<file path="src/rtl/lfr_defs.svh">
// lfr_defs.svh: offsets, field positions, reset values and timing
// Assumes inclusion by the frame host before its module header
`ifndef LFR_DEFS_SVH
`define LFR_DEFS_SVH
`define LFR_OFF_CTRL    8'h00
`define LFR_OFF_ADDR    8'h04
`define LFR_OFF_TXCMD   8'h08
`define LFR_OFF_TXLEN   8'h0C
`define LFR_OFF_TXDATA  8'h10
`define LFR_OFF_STAT    8'h14
`define LFR_OFF_RXDATA  8'h18
`define LFR_OFF_RXCTL   8'h1C
`define LFR_OFF_RXLEN   8'h20
`define LFR_CTRL_EXT    0
`define LFR_CTRL_NRZI   1
`define LFR_CTRL_FCS32  2
`define LFR_STAT_W1C    10'h0F8
`define LFR_FT_S        2'h1
`define LFR_FT_U        2'h2
`define LFR_FLAG        8'h7E
`define LFR_MIN_FLAGS   2'h2
`define LFR_CRC_INIT    32'hFFFFFFFF
`define LFR_POLY16      32'h00008408
`define LFR_POLY32      32'hEDB88320
`define LFR_RES16       32'h0000F0B8
`define LFR_RES32       32'hDEBB20E3
`define LFR_CLK_NS      100
`define LFR_LINE_NS     800
`define LFR_LINE_CYC    (`LFR_LINE_NS / `LFR_CLK_NS)
`endif

</file>
<file path="src/rtl/lfr_pkg.sv">
// lfr_pkg.sv: types of the frame host
// Assumes the constants of lfr_defs.svh
`default_nettype none
package lfr_pkg;
   typedef enum logic [5:0] {
      TX_FLAG = 6'h01,
      TX_ADDR = 6'h02,
      TX_CTL0 = 6'h04,
      TX_CTL1 = 6'h08,
      TX_DATA = 6'h10,
      TX_FCS  = 6'h20
   } lfr_tph_t;
   typedef struct packed {
      logic       go;
      logic [5:0] rsv;
      logic [4:0] umod;
      logic [1:0] sfunc;
      logic [6:0] nr;
      logic [6:0] ns;
      logic       pf;
      logic       is_cmd;
      logic [1:0] ftype;
   } lfr_cmd_t;
   typedef struct packed {
      logic [7:0]  ph;
      logic        lclk;
      logic        txd;
      logic [2:0]  sync;
      logic        filt;
      logic        prev;
      logic [2:0]  ctrl;
      logic [7:0]  dev_addr;
      logic [7:0]  own_addr;
      lfr_cmd_t    cmd;
      logic        go;
      logic [15:0] tx_len;
      logic [7:0]  tx_byte;
      logic        tx_full;
      lfr_tph_t    tph;
      logic [7:0]  tsh;
      logic [2:0]  tbit;
      logic [2:0]  tones;
      logic [1:0]  tflags;
      logic [15:0] tcnt;
      logic [31:0] tcrc;
      logic [31:0] tfcs;
      logic [1:0]  tfidx;
      logic [7:0]  rraw;
      logic [2:0]  rones;
      logic        rin;
      logic [7:0]  racc;
      logic [2:0]  rbit;
      logic [1:0]  ridx;
      logic        rdrop;
      logic        riscmd;
      logic [31:0] rcrc;
      logic [15:0] rplen;
      logic [15:0] rctl;
      logic [7:0]  raddr;
      logic [15:0] ctl_o;
      logic [15:0] len_o;
      logic [7:0]  addr_o;
      logic        iscmd_o;
      logic [7:0]  rbyte;
      logic        rvalid;
      logic        ok;
      logic        fcserr;
      logic        amiss;
      logic        under;
      logic        over;
      logic [31:0] rdata;
   } lfr_state_t;
endpackage
`default_nettype wire

</file>
<file path="src/rtl/lfr_host.sv">
// lfr_host.sv: remote station framer driving the serial line
// Assumes a 10 MHz clk, software on the plain register port, and
// a device that shifts its data on the falling edge of line_clk
`timescale 1ns/10ps
`default_nettype none
`include "lfr_defs.svh"

module lfr_host
   import lfr_pkg::*;
#(
   parameter int LINE_DIV = `LFR_LINE_CYC
)
(
   input  wire logic        clk,
   input  wire logic        reset,
   input  wire logic [7:0]  reg_addr,
   input  wire logic [31:0] reg_wdata,
   input  wire logic        reg_wr,
   input  wire logic        reg_rd,
   output var  logic [31:0] reg_rdata,
   output var  logic        line_clk,
   output var  logic        line_txd,
   input  wire logic        line_rxd
);

   localparam logic [7:0] PH_LAST = 8'(LINE_DIV - 1);
   localparam logic [7:0] PH_HALF = 8'(LINE_DIV / 2);

   lfr_state_t  st_r;
   lfr_state_t  st_nxt;

   // ==========================================================
   // Helpers
   function automatic logic [31:0] crc_byte(input logic [31:0] c,
                                            input logic [7:0]  d,
                                            input logic        w32);
      logic [31:0] x;
      logic        fb;
      x = c;
      if (!w32)
         x[31:16] = 16'h0000;
      for (int i = 0; i < 8; i++)
      begin
         fb = x[0] ^ d[i];
         x = {1'h0, x[31:1]};
         if (fb)
            x = x ^ (w32 ? `LFR_POLY32 : `LFR_POLY16);
      end
      return x;
   endfunction

   function automatic logic [15:0] ctl_build(input lfr_cmd_t c,
                                             input logic     ext);
      logic [15:0] v;
      v = 16'h0000;
      if (c.ftype == `LFR_FT_U)
         v[7:0] = {c.umod[4:2], c.pf, c.umod[1:0], 2'h3};
      else if (ext)
         v = {c.nr, c.pf, (c.ftype == `LFR_FT_S) ?
              {4'h0, c.sfunc, 2'h1} : {c.ns, 1'h0}};
      else
         v[7:0] = {c.nr[2:0], c.pf, (c.ftype == `LFR_FT_S) ?
                   {c.sfunc, 2'h1} : {c.ns[2:0], 1'h0}};
      return v;
   endfunction

   logic        w32;
   logic        ext;
   logic        busy;
   logic [15:0] ctl;
   logic        tbit_o;
   logic        tadv;
   logic        body;
   logic        crc_on;
   logic [7:0]  nb;
   logic [31:0] crc_base;
   logic [31:0] fcs;
   logic        rb;
   logic [7:0]  raw_n;
   logic [7:0]  byte_n;
   logic [31:0] res;
   logic [15:0] fcs_n;
   logic [9:0]  status;

   // ==========================================================
   // Next state
   always_comb
   begin
      st_nxt   = st_r;
      w32      = st_r.ctrl[`LFR_CTRL_FCS32];
      ext      = st_r.ctrl[`LFR_CTRL_EXT];
      busy     = st_r.go | (st_r.tph != TX_FLAG);
      ctl      = ctl_build(st_r.cmd, ext);
      tbit_o   = 1'h0;
      tadv     = 1'h0;
      body     = 1'h0;
      crc_on   = 1'h0;
      nb       = `LFR_FLAG;
      crc_base = (st_r.tph == TX_FLAG) ? `LFR_CRC_INIT : st_r.tcrc;
      fcs      = ~st_r.tcrc;
      rb       = 1'h0;
      raw_n    = st_r.rraw;
      byte_n   = st_r.racc;
      res      = w32 ? `LFR_RES32 : `LFR_RES16;
      fcs_n    = w32 ? 16'h0004 : 16'h0002;
      status   = {st_r.rin, st_r.iscmd_o, st_r.over, st_r.under,
                  st_r.amiss, st_r.fcserr, st_r.ok, st_r.rvalid,
                  ~st_r.tx_full, busy};
      if (!w32)
         fcs[31:16] = 16'h0000;

      // ========================================================
      // Line clock divider and input synchroniser
      st_nxt.ph   = (st_r.ph == PH_LAST) ? 8'h00 : st_r.ph + 8'h01;
      st_nxt.lclk = (st_nxt.ph >= PH_HALF);
      st_nxt.sync = {st_r.sync[1:0], line_rxd};
      if (st_r.sync[1] == st_r.sync[2])
         st_nxt.filt = st_r.sync[2];

      // ========================================================
      // Register reads and clears
      st_nxt.rdata = 32'h00000000;
      if (reg_rd)
      begin
         if (reg_addr == `LFR_OFF_CTRL)
            st_nxt.rdata = {29'h0, st_r.ctrl};
         else if (reg_addr == `LFR_OFF_ADDR)
            st_nxt.rdata = {16'h0, st_r.own_addr, st_r.dev_addr};
         else if (reg_addr == `LFR_OFF_TXCMD)
            st_nxt.rdata = st_r.cmd;
         else if (reg_addr == `LFR_OFF_TXLEN)
            st_nxt.rdata = {16'h0, st_r.tx_len};
         else if (reg_addr == `LFR_OFF_STAT)
            st_nxt.rdata = {22'h0, status};
         else if (reg_addr == `LFR_OFF_RXDATA)
         begin
            st_nxt.rdata  = {24'h0, st_r.rbyte};
            st_nxt.rvalid = 1'h0;
         end
         else if (reg_addr == `LFR_OFF_RXCTL)
            st_nxt.rdata = {16'h0, st_r.ctl_o};
         else if (reg_addr == `LFR_OFF_RXLEN)
            st_nxt.rdata = {8'h0, st_r.addr_o, st_r.len_o};
      end
      if (reg_wr && reg_addr == `LFR_OFF_STAT)
      begin
         st_nxt.ok     = st_r.ok & ~reg_wdata[3];
         st_nxt.fcserr = st_r.fcserr & ~reg_wdata[4];
         st_nxt.amiss  = st_r.amiss & ~reg_wdata[5];
         st_nxt.under  = st_r.under & ~reg_wdata[6];
         st_nxt.over   = st_r.over & ~reg_wdata[7];
      end

      // ========================================================
      // Transmit bit engine
      if (st_r.ph == 8'h00)
      begin
         if (st_r.tones == 3'h5)
            st_nxt.tones = 3'h0;
         else
         begin
            tbit_o       = st_r.tsh[0];
            st_nxt.tones = (st_r.tph != TX_FLAG && tbit_o) ?
                           st_r.tones + 3'h1 : 3'h0;
            st_nxt.tsh   = {1'h0, st_r.tsh[7:1]};
            st_nxt.tbit  = st_r.tbit + 3'h1;
            tadv         = (st_r.tbit == 3'h7);
         end
         st_nxt.txd = st_r.ctrl[`LFR_CTRL_NRZI] ?
                      (tbit_o ? st_r.txd : ~st_r.txd) : tbit_o;
      end
      if (tadv)
      begin
         case (st_r.tph)
            TX_FLAG:
            begin
               if (st_r.go && st_r.tflags >= `LFR_MIN_FLAGS)
               begin
                  st_nxt.tph  = TX_ADDR;
                  nb          = st_r.cmd.is_cmd ? st_r.dev_addr :
                                st_r.own_addr;
                  crc_on      = 1'h1;
                  st_nxt.go   = 1'h0;
                  st_nxt.tcnt = 16'h0000;
               end
               else if (st_r.tflags != 2'h3)
                  st_nxt.tflags = st_r.tflags + 2'h1;
            end
            TX_ADDR:
            begin
               st_nxt.tph = TX_CTL0;
               nb         = ctl[7:0];
               crc_on     = 1'h1;
            end
            TX_CTL0:
            begin
               if (ext && st_r.cmd.ftype != `LFR_FT_U)
               begin
                  st_nxt.tph = TX_CTL1;
                  nb         = ctl[15:8];
                  crc_on     = 1'h1;
               end
               else
                  body = 1'h1;
            end
            TX_CTL1:
               body = 1'h1;
            TX_DATA:
               body = 1'h1;
            TX_FCS:
            begin
               if (st_r.tfidx == (w32 ? 2'h3 : 2'h1))
               begin
                  st_nxt.tph    = TX_FLAG;
                  st_nxt.tflags = 2'h1;
               end
               else
               begin
                  nb           = st_r.tfcs[7:0];
                  st_nxt.tfcs  = {8'h00, st_r.tfcs[31:8]};
                  st_nxt.tfidx = st_r.tfidx + 2'h1;
               end
            end
            default:
               st_nxt.tph = TX_FLAG;
         endcase
         if (body)
         begin
            if (st_r.tcnt != st_r.tx_len)
            begin
               st_nxt.tph  = TX_DATA;
               nb          = st_r.tx_byte;
               crc_on      = 1'h1;
               st_nxt.tcnt = st_r.tcnt + 16'h0001;
               if (st_r.tx_full)
                  st_nxt.tx_full = 1'h0;
               else
                  st_nxt.under = 1'h1;
            end
            else
            begin
               st_nxt.tph   = TX_FCS;
               nb           = fcs[7:0];
               st_nxt.tfcs  = {8'h00, fcs[31:8]};
               st_nxt.tfidx = 2'h0;
            end
         end
         if (crc_on)
            st_nxt.tcrc = crc_byte(crc_base, nb, w32);
         st_nxt.tsh = nb;
      end

      // ========================================================
      // Register writes
      if (reg_wr)
      begin
         if (reg_addr == `LFR_OFF_CTRL)
            st_nxt.ctrl = reg_wdata[2:0];
         else if (reg_addr == `LFR_OFF_ADDR)
         begin
            st_nxt.dev_addr = reg_wdata[7:0];
            st_nxt.own_addr = reg_wdata[15:8];
         end
         else if (reg_addr == `LFR_OFF_TXCMD && !busy)
         begin
            st_nxt.cmd = reg_wdata;
            st_nxt.go  = reg_wdata[31];
         end
         else if (reg_addr == `LFR_OFF_TXLEN)
            st_nxt.tx_len = reg_wdata[15:0];
         else if (reg_addr == `LFR_OFF_TXDATA)
         begin
            st_nxt.tx_byte = reg_wdata[7:0];
            st_nxt.tx_full = 1'h1;
         end
      end

      // ========================================================
      // Receive engine
      if (st_r.ph == PH_LAST)
      begin
         rb = st_r.ctrl[`LFR_CTRL_NRZI] ? (st_r.filt == st_r.prev) :
              st_r.filt;
         st_nxt.prev  = st_r.filt;
         raw_n        = {rb, st_r.rraw[7:1]};
         st_nxt.rraw  = raw_n;
         st_nxt.rones = !rb ? 3'h0 :
                        (st_r.rones == 3'h7) ? 3'h7 : st_r.rones + 3'h1;
         if (raw_n == `LFR_FLAG)
         begin
            if (st_r.rin && st_r.ridx == 2'h3 && st_r.rplen >= fcs_n)
            begin
               if (st_r.rdrop)
                  st_nxt.amiss = 1'h1;
               else if ((st_r.rcrc & (w32 ? 32'hFFFFFFFF :
                        32'h0000FFFF)) != res)
                  st_nxt.fcserr = 1'h1;
               else
               begin
                  st_nxt.ok      = 1'h1;
                  st_nxt.ctl_o   = st_r.rctl;
                  st_nxt.len_o   = st_r.rplen - fcs_n;
                  st_nxt.addr_o  = st_r.raddr;
                  st_nxt.iscmd_o = st_r.riscmd;
               end
            end
            st_nxt.rin   = 1'h1;
            st_nxt.rbit  = 3'h0;
            st_nxt.ridx  = 2'h0;
            st_nxt.rdrop = 1'h0;
            st_nxt.rcrc  = `LFR_CRC_INIT;
            st_nxt.rplen = 16'h0000;
            st_nxt.rctl  = 16'h0000;
         end
         else if (st_r.rones == 3'h6 && rb)
            st_nxt.rin = 1'h0;
         else if (st_r.rones != 3'h5 && st_r.rin && st_r.rones != 3'h6)
         begin
            byte_n       = {rb, st_r.racc[7:1]};
            st_nxt.racc  = byte_n;
            st_nxt.rbit  = st_r.rbit + 3'h1;
            if (st_r.rbit == 3'h7)
            begin
               st_nxt.rcrc = crc_byte(st_r.rcrc, byte_n, w32);
               case (st_r.ridx)
                  2'h0:
                  begin
                     st_nxt.raddr  = byte_n;
                     st_nxt.rdrop  = (byte_n != st_r.own_addr) &&
                                     (byte_n != st_r.dev_addr);
                     st_nxt.riscmd = (byte_n == st_r.own_addr);
                     st_nxt.ridx   = 2'h1;
                  end
                  2'h1:
                  begin
                     st_nxt.rctl[7:0] = byte_n;
                     st_nxt.ridx = (ext && byte_n[1:0] != 2'h3) ?
                                   2'h2 : 2'h3;
                  end
                  2'h2:
                  begin
                     st_nxt.rctl[15:8] = byte_n;
                     st_nxt.ridx       = 2'h3;
                  end
                  default:
                  begin
                     if (!st_r.rdrop)
                     begin
                        st_nxt.rbyte = byte_n;
                        if (st_nxt.rvalid)
                           st_nxt.over = 1'h1;
                        st_nxt.rvalid = 1'h1;
                     end
                     if (st_r.rplen != 16'hFFFF)
                        st_nxt.rplen = st_r.rplen + 16'h0001;
                  end
               endcase
            end
         end
      end
   end

   // ==========================================================
   // State register
   always_ff @(posedge clk or posedge reset)
   begin
      if (reset)
      begin
         st_r     <= '0;
         st_r.tph <= TX_FLAG;
         st_r.tsh <= `LFR_FLAG;
      end
      else
         st_r <= st_nxt;
   end

   assign reg_rdata = st_r.rdata;
   assign line_clk  = st_r.lclk;
   assign line_txd  = st_r.txd;

endmodule // lfr_host
`default_nettype wire

</file>
<file path="config.mk">
export PLATFORM = sky130hd
export DESIGN_NAME = lfr_host
export DESIGN_NICKNAME = d
export VERILOG_FILES = /design/src/rtl/lfr_pkg.sv /design/src/rtl/lfr_host.sv
export VERILOG_INCLUDE_DIRS = /design/src /design/src/rtl
export SDC_FILE = /design/constraint.sdc
export NUM_CORES = 1
export LEC_CHECK = 0
export ABC_AREA = 1
export BUFFER_PORTS_ARGS = -buffer_cell sky130_fd_sc_hd__buf_4
export CAP_MARGIN = 20
export CORE_MARGIN = 2
export CORE_UTILIZATION = 43
export CTS_CLUSTER_DIAMETER = 100
export CTS_CLUSTER_SIZE = 10
export DETAILED_ROUTE_END_ITERATION = 10
export GPL_TIMING_DRIVEN = 0
export PLACE_DENSITY = 0.7
export SYNTH_ARGS = -nofsm -noshare
export SYNTH_HDL_FRONTEND = slang
export SYNTH_SLANG_ARGS = --single-unit
</file>
<file path="constraint.sdc">
create_clock -name clk -period 12.8 [get_ports clk]
set_input_delay 2.56 -clock clk [delete_from_list [all_inputs] [get_ports clk]]
set_output_delay 2.56 -clock clk [all_outputs]
set_load 0.01 [all_outputs]
</file>
==> results of run 1 <==
## critical path, stage by stage (launching register included)
cell and delay (ps):
dfrtp_1 630, inv_2 300, clkbuf_1 520, clkbuf_1 530, buf_1 510, buf_2 460
ha_1 320, inv_1 50, o21ai_0 110, nor2_1 210, nand4_1 170, nor3_1 380
nand4_1 240, nand4_1 210, nor2_1 60, nand2_1 310, buf_4 280, mux2_2 360
## power breakdown
| group | switching (uW) | internal, uW | leakage (uW) | total [uW] |
|---|---|---|---|---|
| sequential | 13.7 | 1210 | 0.00516 | 1230 |
| clock | 491 | 624 | 0.000573 | 1120 |
| combinational | 104 | 44.5 | 0.00595 | 149 |
## flip-flops by register name, summed over array words and instances, names as in the netlist
name	flops
ext	1
reg_rdata	32
st_nxt	2
line_txd	1
line_clk	1
st_r	343
## layer usage
| layer | up-vias | part of all wire |
|---|---|---|
| met3 | 164 | 0.077 |
| li1 | 9130 | - |
| met2 | 798 | 0.45 |
| met5 | - | 0 |
| met1 | 9389 | 0.43 |
| met4 | 0 | 0.038 |
## worst paths after layout
kind                       depth (start not counted)                   from                    end
max                                               17  st_r[366]$_DFFE_PP0P_   st_r[46]$_DFFE_PP0P_
min in group asynchronous                          2                  reset  st_r[343]$_DFFE_PP0P_
min                                                0  st_nxt[370]$_DFF_PP0_  st_nxt[371]$_DFF_PP0_
max reg2reg                                       17  st_r[366]$_DFFE_PP0P_   st_r[46]$_DFFE_PP0P_
min reg2reg                                        0  st_nxt[370]$_DFF_PP0_  st_nxt[371]$_DFF_PP0_
max in group asynchronous                          6                  reset  st_r[185]$_DFFE_PP0N_
## through the flow
| step | util | area, um2 | worst slack [ps] |
|---|---|---|---|
| CTS | 0.4915 | 24010 | 6979 |
| global route | 0.4917 | 24020 | 6572 |
| floorplan | - | 21230 | 5140 |
| finish | 0.4917 | 24020 | 6976 |
| global placement | 0.4635 | 22640 | 2979 |
| detailed placement | 0.4672 | 22820 | 7035 |
## cell families after synthesis
kind of cell | after synthesis | synth area share
DFF | 380 | 0.4485
adders and majority gates | 27 | 0.01615
xor gates and xnor gates | 99 | 0.04339
buffers and inverters | 450 | 0.08725
and+or+nand+nor | 1145 | 0.2325
AOI/OAI and AO/OA | 573 | 0.1507
muxes | 41 | 0.02146
## layout make-up
type,instances,area [um2],area share
inverter,333,1254,0.05220
clock buffer,60,1161,0.04835
tap,664,830.8,0.03459
timing repair buffer,88,773.2,0.03220
clock inverter,2,25.02,0.001042
multi-input combinational,1885,9853,0.4103
sequential,380,9518,0.3963
buffer,117,601.8,0.02506
## cells in the final DEF (no fill, tap or decap), types with 9 or more instances in the layout
cell,synthesis,layout
a21oi_1,118,118
clkbuf_1,57,73
o22ai_1,25,25
dfrtp_1,373,373
buf_12,0,9
a211oi_1,10,10
a221oi_1,11,11
nand2_1,671,671
clkbuf_16,0,44
inv_1,295,294
o2111ai_1,11,11
xor2_1,76,76
mux2_2,36,36
nand2_2,15,15
buf_1,9,9
buf_4,37,115
nand4_1,33,33
o21ai_1,20,20
ha_1,25,25
nand3_1,125,125
buf_2,11,11
o211ai_1,15,15
nor2_1,196,196
nor3_1,50,50
o21ai_0,310,310
inv_2,31,31
xnor2_1,19,19
a22oi_1,19,19
==> flow_summary.json, run 1 <==
{
  "yosys_most_used_dff": "dfrtp_1",
  "drt_iter0_markers": 1948,
  "grt_max_degree": 45,
  "gr-usage-met2": 0.4256,
  "fmax_mhz": 171.7,
  "gr-total-overflow": 0,
  "powerDensity_nw_per_um2": 103.8,
  "grt.total_usage": 0.2708,
  "power.leakage_uw": 0.01167,
  "rsz0062_at_grt": "false",
  "setup_viol": 0,
  "die_h_um": 226.2,
  "via_per_inst": 5.520,
  "max_slew_margin": 0.3801,
  "synth_area_um2": 21220,
  "place_hpwl_mm": 51.62,
  "cp-end-kind": "flop",
  "cts_buffers": 43,
  "status": "finished, final reports clean",
  "n_fill_cell": 4723,
  "clk_latency_ps": 590,
  "clock-sinks": 380,
  "rows": 81,
  "ant_nets": 0,
  "core_um2": 48850,
  "yosysTopAreaCellShare": 0.4398,
  "ys_ff_latch": 380,
  "gp_congestion": 1.033,
  "drv_slew": 0,
  "syn_to_final_growth_pct": 13.16,
  "yosysUniqueCellTypes": 63,
  "postSynthAreaPerCell_um2": 7.817,
  "period_minus_slack_ps": 5824,
  "synth_area_leader_cell": "dfrtp_1",
  "dp.cells": 3466,
  "vias": 19480,
  "yosysWarningCount": 0,
  "synth.net_count": 2786,
  "drc": 0,
  "dieWidth_um": 226.2,
  "ir_drop_uv": 85.86,
  "instances_no_fill": 3529,
  "antenna_cells": 0,
  "holdCritPathClass": "reg2reg",
  "fin_skew_ps": 29.12,
  "io_buffers": 78,
  "met3_usage": 0.04580,
  "async_reset_ff_frac": 1.000,
  "top_usage_layer": "met2",
  "cp.arrival_ps": 6280,
  "synth.cells.most_frequent": "671 x nand2_1, 373 x dfrtp_1, 310 x o21ai_0, 295 x inv_1, 196 x nor2_1",
  "initial_core_util": 0.4345,
  "dieArea_um2": 51150,
  "antenna_found_initial": 2,
  "yosysMostFrequentCell": "nand2_1",
  "start_kind": "flop",
  "fin_tns_setup_ps": 0,
  "cts_root_buffer": "clkbuf_16",
  "critPathKind": "reg2reg",
  "routed_wl_mm": 68.06,
  "first_pass_iters": 6,
  "crit_fanout": 11,
  "r2r_setup_slack_ps": 6980,
  "fin_crit_sh": 0.4550,
  "post_cts_buffers": 0,
  "total_power_uw": 2492,
  "boundaryPins": 79,
  "cts.repair.resized": 0,
  "clockBufferDepth": 3,
  "drive_gt1_frac": 0.1120,
  "htree_levels": 2,
  "cap_violations": 0,
  "worst_slew_pin_slew_ps": 926.4,
  "wire_per_inst_um": 19.29,
  "ys_top_cells_by_area": "dfrtp_1 44%, nand2_1 12%, o21ai_0 7.3%, inv_1 5.2%, nor2_1 3.5%",
  "hold_violations": 0,
  "synth_edf_count": 0,
  "cts_hold_repair.buffers": 0,
  "synth_cells": 2715,
  "ys_seq_area_frac": 0.4485,
  "clk_pin_slew_ps": 60,
  "fin_nets": 2919,
  "grt_use_met1": 0.3743,
  "cts_tree": "done",
  "whs_ps": 350.4,
  "grt_pass1_wl_mm": 106.8,
  "grt_pass1_vias": 18840,
  "cp.required_ps": 13260
}
(Power assumes the default switching activity.)
==> inputs of run 2 (changes only) <==
--- a/config.mk
+++ b/config.mk
@@ -15,7 +15,7 @@
 export CTS_CLUSTER_SIZE = 10
 export DETAILED_ROUTE_END_ITERATION = 10
 export GPL_TIMING_DRIVEN = 0
-export PLACE_DENSITY = 0.7
+export PLACE_DENSITY = 0.68
 export SYNTH_ARGS = -nofsm -noshare
 export SYNTH_HDL_FRONTEND = slang
 export SYNTH_SLANG_ARGS = --single-unit
==> constraint.sdc (replaced) <==
create_clock -name clk -period 6.1 [get_ports clk]
set_input_delay 1.22 -clock clk [delete_from_list [all_inputs] [get_ports clk]]
set_output_delay 1.22 -clock clk [all_outputs]
set_load 0.01 [all_outputs]
==> run 2 against run 1 <==
Effect of this change:
- worst setup slack worse by 6300 ps
- largest power group unchanged
- highest routed layer unchanged
- global-route usage is 0.31 points higher
- critical endpoint is now st_r[51]$_DFFE_PP0P_
- final cell count hardly changed
- sequential power is 110% higher
- critical path depth is 1 lower
- total power is 110% higher
==> flow_summary.json, run 2 (synthesis results as in run 1) <==
{
  "status": "finished, final reports clean",
  "endpoint": "st_r[51]$_DFFE_PP0P_",
  "antenna_found_initial": 1,
  "powerDensity_nw_per_um2": 218.2,
  "setup_slack_ps": 706.1,
  "period_minus_slack_ps": 5394,
  "post_cts_buffers": 0,
  "gp_congestion": 1.007,
  "dieWidth_um": 226.2,
  "dpl_worst_slack_ps": 337.5,
  "drc": 0,
  "cts_buffers": 43,
  "rows": 81,
  "routed_wl_mm": 68.62,
  "whs_ps": 343.2,
  "first_pass_iters": 5,
  "max_slew_margin": 0.2913,
  "grt.total_usage": 0.2740,
  "r2r_setup_slack_ps": 710,
  "gr-total-overflow": 0,
  "min_from": "st_nxt[370]$_DFF_PP0_",
  "cts_hold_repair.buffers": 0,
  "startpoint": "st_r[366]$_DFFE_PP0P_",
  "reg2reg_to": "st_r[51]$_DFFE_PP0P_",
  "fin_nets": 2918,
  "ant_nets": 0,
  "initial_core_util": 0.4345,
  "reg2reg_depth": 16,
  "timing.rr.start": "st_r[366]$_DFFE_PP0P_",
  "grt_pass1_wl_mm": 108.0,
  "htree_levels": 2,
  "grt_max_degree": 44,
  "cts_tree": "done",
  "antenna_cells": 0,
  "fin_crit_sh": 0.8842,
  "rsz0062_at_grt": "false",
  "cp-end-kind": "flop",
  "worst_slew_pin_slew_ps": 1055,
  "vias": 19410,
  "die_h_um": 226.2,
  "critPathKind": "reg2reg",
  "regMostFlops": "st_r",
  "drt_iter0_markers": 1749,
  "n_fill_cell": 4774,
  "via_per_inst": 5.502,
  "hold_violations": 0,
  "clockBufferDepth": 3,
  "setup_viol": 0,
  "ir_drop_uv": 188.7,
  "clk_pin_slew_ps": 60,
  "cts.repair.resized": 0,
  "power.leakage_uw": 0.01168,
  "wire_per_inst_um": 19.46,
  "clk_latency_ps": 580,
  "final_common_cell": "nand2_1",
  "crit_fanout": 16,
  "cp.required_ps": 6550,
  "clock-sinks": 380,
  "drive_gt1_frac": 0.1121,
  "total_power_uw": 5241,
  "grt_pass1_vias": 19200,
  "cap_violations": 0,
  "syn_to_final_growth_pct": 13.19,
  "fin_skew_ps": 16.92,
  "largest_reg_flops": 343,
  "mostFrequentLayoutCells": "671 x nand2_1, 373 x dfrtp_1, 310 x o21ai_0, 294 x inv_1, 196 x nor2_1",
  "cts_root_buffer": "clkbuf_16",
  "final_core_util": 0.4918,
  "holdCritPathClass": "reg2reg",
  "start_kind": "flop",
  "place_hpwl_mm": 52.21,
  "boundaryPins": 79,
  "dieArea_um2": 51150,
  "drv_slew": 0,
  "fmax_mhz": 185.4,
  "io_buffers": 78,
  "core_um2": 48850,
  "cp.arrival_ps": 5840
}
[run 2: worst min-delay path by stage]
stage	cells past startpoint	to	slack, ps
floorplan	0	st_nxt[371]$_DFF_PP0_	330
global placement	0	st_nxt[371]$_DFF_PP0_	330
detailed placement	0	st_nxt[371]$_DFF_PP0_	340
CTS	0	st_nxt[371]$_DFF_PP0_	360
global route	0	st_nxt[371]$_DFF_PP0_	370
finish	0	st_nxt[371]$_DFF_PP0_	340
[run 2: worst max-delay path: stages, from the launching register on]
cell and delay (ps):
dfrtp_1 630, inv_2 440, clkbuf_1 510, buf_1 510, buf_2 470, ha_1 330, inv_1 50, o21ai_0 110
nor2_1 230, nand4_1 170, nor3_1 360, nand4_1 220, nand4_1 200, nor2_1 60, nand2_1 310, buf_4 280
mux2_2 360
[run 2: layout make-up]
type	instances	area [um2]	area share
Timing Repair Buffer	88	785.8	0.03271
Buffer	116	598.1	0.02490
Tap cell	664	830.8	0.03459
Multi-Input combinational cell	1885	9853	0.4102
Clock inverter	2	25.02	0.001042
Sequential cell	380	9518	0.3962
Inverter	333	1254	0.05219
Clock buffer	59	1157	0.04818
[run 2: per-stage QoR]
stage               TNS, ps  area (um2)  cells
floorplan            -82170       21230   2715
global placement    -882330       22640   3457
detailed placement        0       22840   3467
CTS                       0       24030   3528
global route              0       24020   3527
finish                    0       24020   3527
[run 2: power by group]
part | internal, uW | switching (uW) | leakage [uW] | total [uW]
Clock | 1310 | 1050 | 0.000571 | 2350
Sequential | 2550 | 29.1 | 0.00516 | 2580
Combinational | 94.3 | 217 | 0.00595 | 312
[run 2: metal layers]
layer  up-vias  GRT usage  routed length (um)
met5         -          0                   0
met4         0     0.1125                2747
met3       155    0.04098                4834
met2       739     0.4330               31090
met1      9396     0.3770               29940
li1       9117          -                   -
==> inputs of run 3 (changes only) <==
--- a/config.mk
+++ b/config.mk
@@ -16,6 +16,7 @@
 export DETAILED_ROUTE_END_ITERATION = 10
 export GPL_TIMING_DRIVEN = 0
 export PLACE_DENSITY = 0.68
+export RECOVER_POWER = 25
 export SYNTH_ARGS = -nofsm -noshare
 export SYNTH_HDL_FRONTEND = slang
 export SYNTH_SLANG_ARGS = --single-unit
==> run 3 against run 2 <==
Effect of this change:
- the flow now finishes with violations (max-capacitance violations, max-slew violations)
- sequential cell count unchanged
- via count about the same
- critical endpoint unchanged
- worst hold slack better by 3.6 ps
- total power down 0.11%
- register-to-register slack about the same
- sequential share of layout area up 0.15 points
- cell area down 0.38%
==> flow_summary.json, run 3 (synthesis results as in run 1) <==
{
  "whs_ps": 346.8,
  "start_kind": "flop",
  "cp-end-kind": "flop",
  "cap_violations": 4,
  "io_buffers": 78,
  "cp_slowest_stage_delay_ps": 630,
  "rsz0062_at_grt": "false",
  "place_hpwl_mm": 52.21,
  "gr-total-overflow": 0,
  "drt_iter0_markers": 1849,
  "antenna_found_initial": 1,
  "ant_nets": 0,
  "grt_pass1_vias": 19200,
  "initial_core_util": 0.4345,
  "regMostFlops": "st_r",
  "critPathMostFrequentCell": "nand4_1",
  "boundaryPins": 79,
  "ir_drop_uv": 188.8,
  "grt_max_degree": 44,
  "vias": 19410,
  "via_per_inst": 5.503,
  "die_h_um": 226.2,
  "path_cells": "inv_2 > clkbuf_1 > buf_1 > buf_2 > ha_1 > inv_1 > o21ai_0 > nor2_1 > nand4_1 > nor3_1 > nand4_1 > nand4_1 > nor2_1 > nand2_1 > buf_4 > mux2_2",
  "first_pass_iters": 7,
  "status": "finished with violations",
  "htree_levels": 2,
  "drive_gt1_frac": 0.1100,
  "violations": "max-capacitance violations, max-slew violations",
  "clk_latency_ps": 580,
  "fin_tns_setup_ps": 0,
  "fin_skew_ps": 14.00,
  "critPathKind": "reg2reg",
  "power.leakage_uw": 0.01163,
  "dieWidth_um": 226.2,
  "cts_root_buffer": "clkbuf_16",
  "cts_tree": "done",
  "clk_pin_slew_ps": 60,
  "post_cts_buffers": 0,
  "drc": 0,
  "dieArea_um2": 51150,
  "worst_slew_pin_slew_ps": 2368,
  "clockBufferDepth": 3,
  "clock-sinks": 380,
  "stdcell_area_um2": 23930,
  "final_common_cell": "nand2_1",
  "wire_per_inst_um": 19.46,
  "mostFrequentLayoutCells": "671 x nand2_1, 373 x dfrtp_1, 310 x o21ai_0, 294 x inv_1, 196 x nor2_1",
  "drv_slew": 116,
  "holdCritPathClass": "reg2reg",
  "powerDensity_nw_per_um2": 218.8,
  "period_minus_slack_ps": 5408,
  "fmax_mhz": 184.9,
  "cts_buffers": 43,
  "dp.cells": 3467,
  "place_area_um2": 22840,
  "routed_wl_mm": 68.65,
  "core_um2": 48850,
  "fin_crit_sh": 0.8866,
  "gp_congestion": 1.007,
  "fin_nets": 2918,
  "syn_to_final_growth_pct": 12.76,
  "largest_reg_flops": 343,
  "cp.arrival_ps": 5860,
  "crit_fanout": 16,
  "antenna_cells": 0,
  "cp.required_ps": 6550,
  "grt_pass1_wl_mm": 108.0,
  "hold_violations": 0,
  "critical_path.slowest_cell": "dfrtp_1",
  "max_slew_margin": -0.5787,
  "setup_viol": 0,
  "instances_no_fill": 3527,
  "rows": 81,
  "grt.total_usage": 0.2740
}
run 3: cell count changes in the layout (fill, tap and decap cells not counted):
cell / before / now
buf_12: 10 / 5
clkbuf_1: 71 / 76
buf_4: 115 / 113
clkbuf_4: 0 / 2
clkinvlp_2: 0 / 1
clkinvlp_4: 1 / 0
nor4_1: 7 / 8
nor4_2: 1 / 0
run 3: area by class of cell:
| class | count | area (um2) |
|---|---|---|
| Fill cell | 4789 | 24920 |
| Multi-Input combinational cell | 1885 | 9847 |
| Sequential cell | 380 | 9518 |
| Inverter | 333 | 1251 |
| Clock buffer | 59 | 1157 |
| Tap cell | 664 | 830.8 |
| Timing Repair Buffer | 88 | 704.4 |
| Buffer | 116 | 598.1 |
| Clock inverter | 2 | 25.02 |
run 3: path summary, 6_finish.rpt:
check,start,endpoint,slack [ps],cells after the start
worst max register to register,st_r[366]$_DFFE_PP0P_,st_r[51]$_DFFE_PP0P_,690,16
worst max-delay path,st_r[366]$_DFFE_PP0P_,st_r[51]$_DFFE_PP0P_,690,16
min in group asynchronous,reset,reg_rdata[29]$_DFF_PP0_,990,2
worst min register to register,st_nxt[370]$_DFF_PP0_,st_nxt[371]$_DFF_PP0_,350,0
max in group asynchronous,reset,st_r[357]$_DFFE_PP0P_,1180,4
worst min-delay path,st_nxt[370]$_DFF_PP0_,st_nxt[371]$_DFF_PP0_,350,0
run 3: stage by stage:
step / utilization / power [uW] / setup WS (ps)
after global placement: 0.4635 / 2912 / -2406
after global routing: 0.4899 / 5398 / 242.7
after floorplan: - / 2800 / -220.3
after detailed placement: 0.4676 / 2932 / 337.5
final: 0.4899 / 5236 / 692.0
after CTS: 0.4918 / 5274 / 323.9
run 3: worst max-delay path: cells and delay by family, from the launching register on:
family | cells | cell delay [ps]
AOI/OAI and AO/OA | 1 | 110
adders and majority gates | 1 | 330
buffers and inverters | 6 | 2280
DFF | 1 | 630
muxes | 1 | 360
and+or+nand+nor | 7 | 1550
run 3: routing by layer:
metal  share of wire  global-route usage  vias up
met5               0                   0        -
met4           0.039              0.1125        0
met3           0.072             0.04098      148
met2            0.45              0.4330      732
met1            0.44              0.3770     9421
li1                -                   -     9107
run 3: where the power goes:
part           switching [uW]  internal, uW
clock network            1050          1310
registers                29.1          2550
logic                     216          88.6
total                    1290          3940
run 3: repair_timing:
action,4_1_cts,5_1_grt
setup endpoints to repair,0,28
resized for setup,0,0
hold buffers,0,0
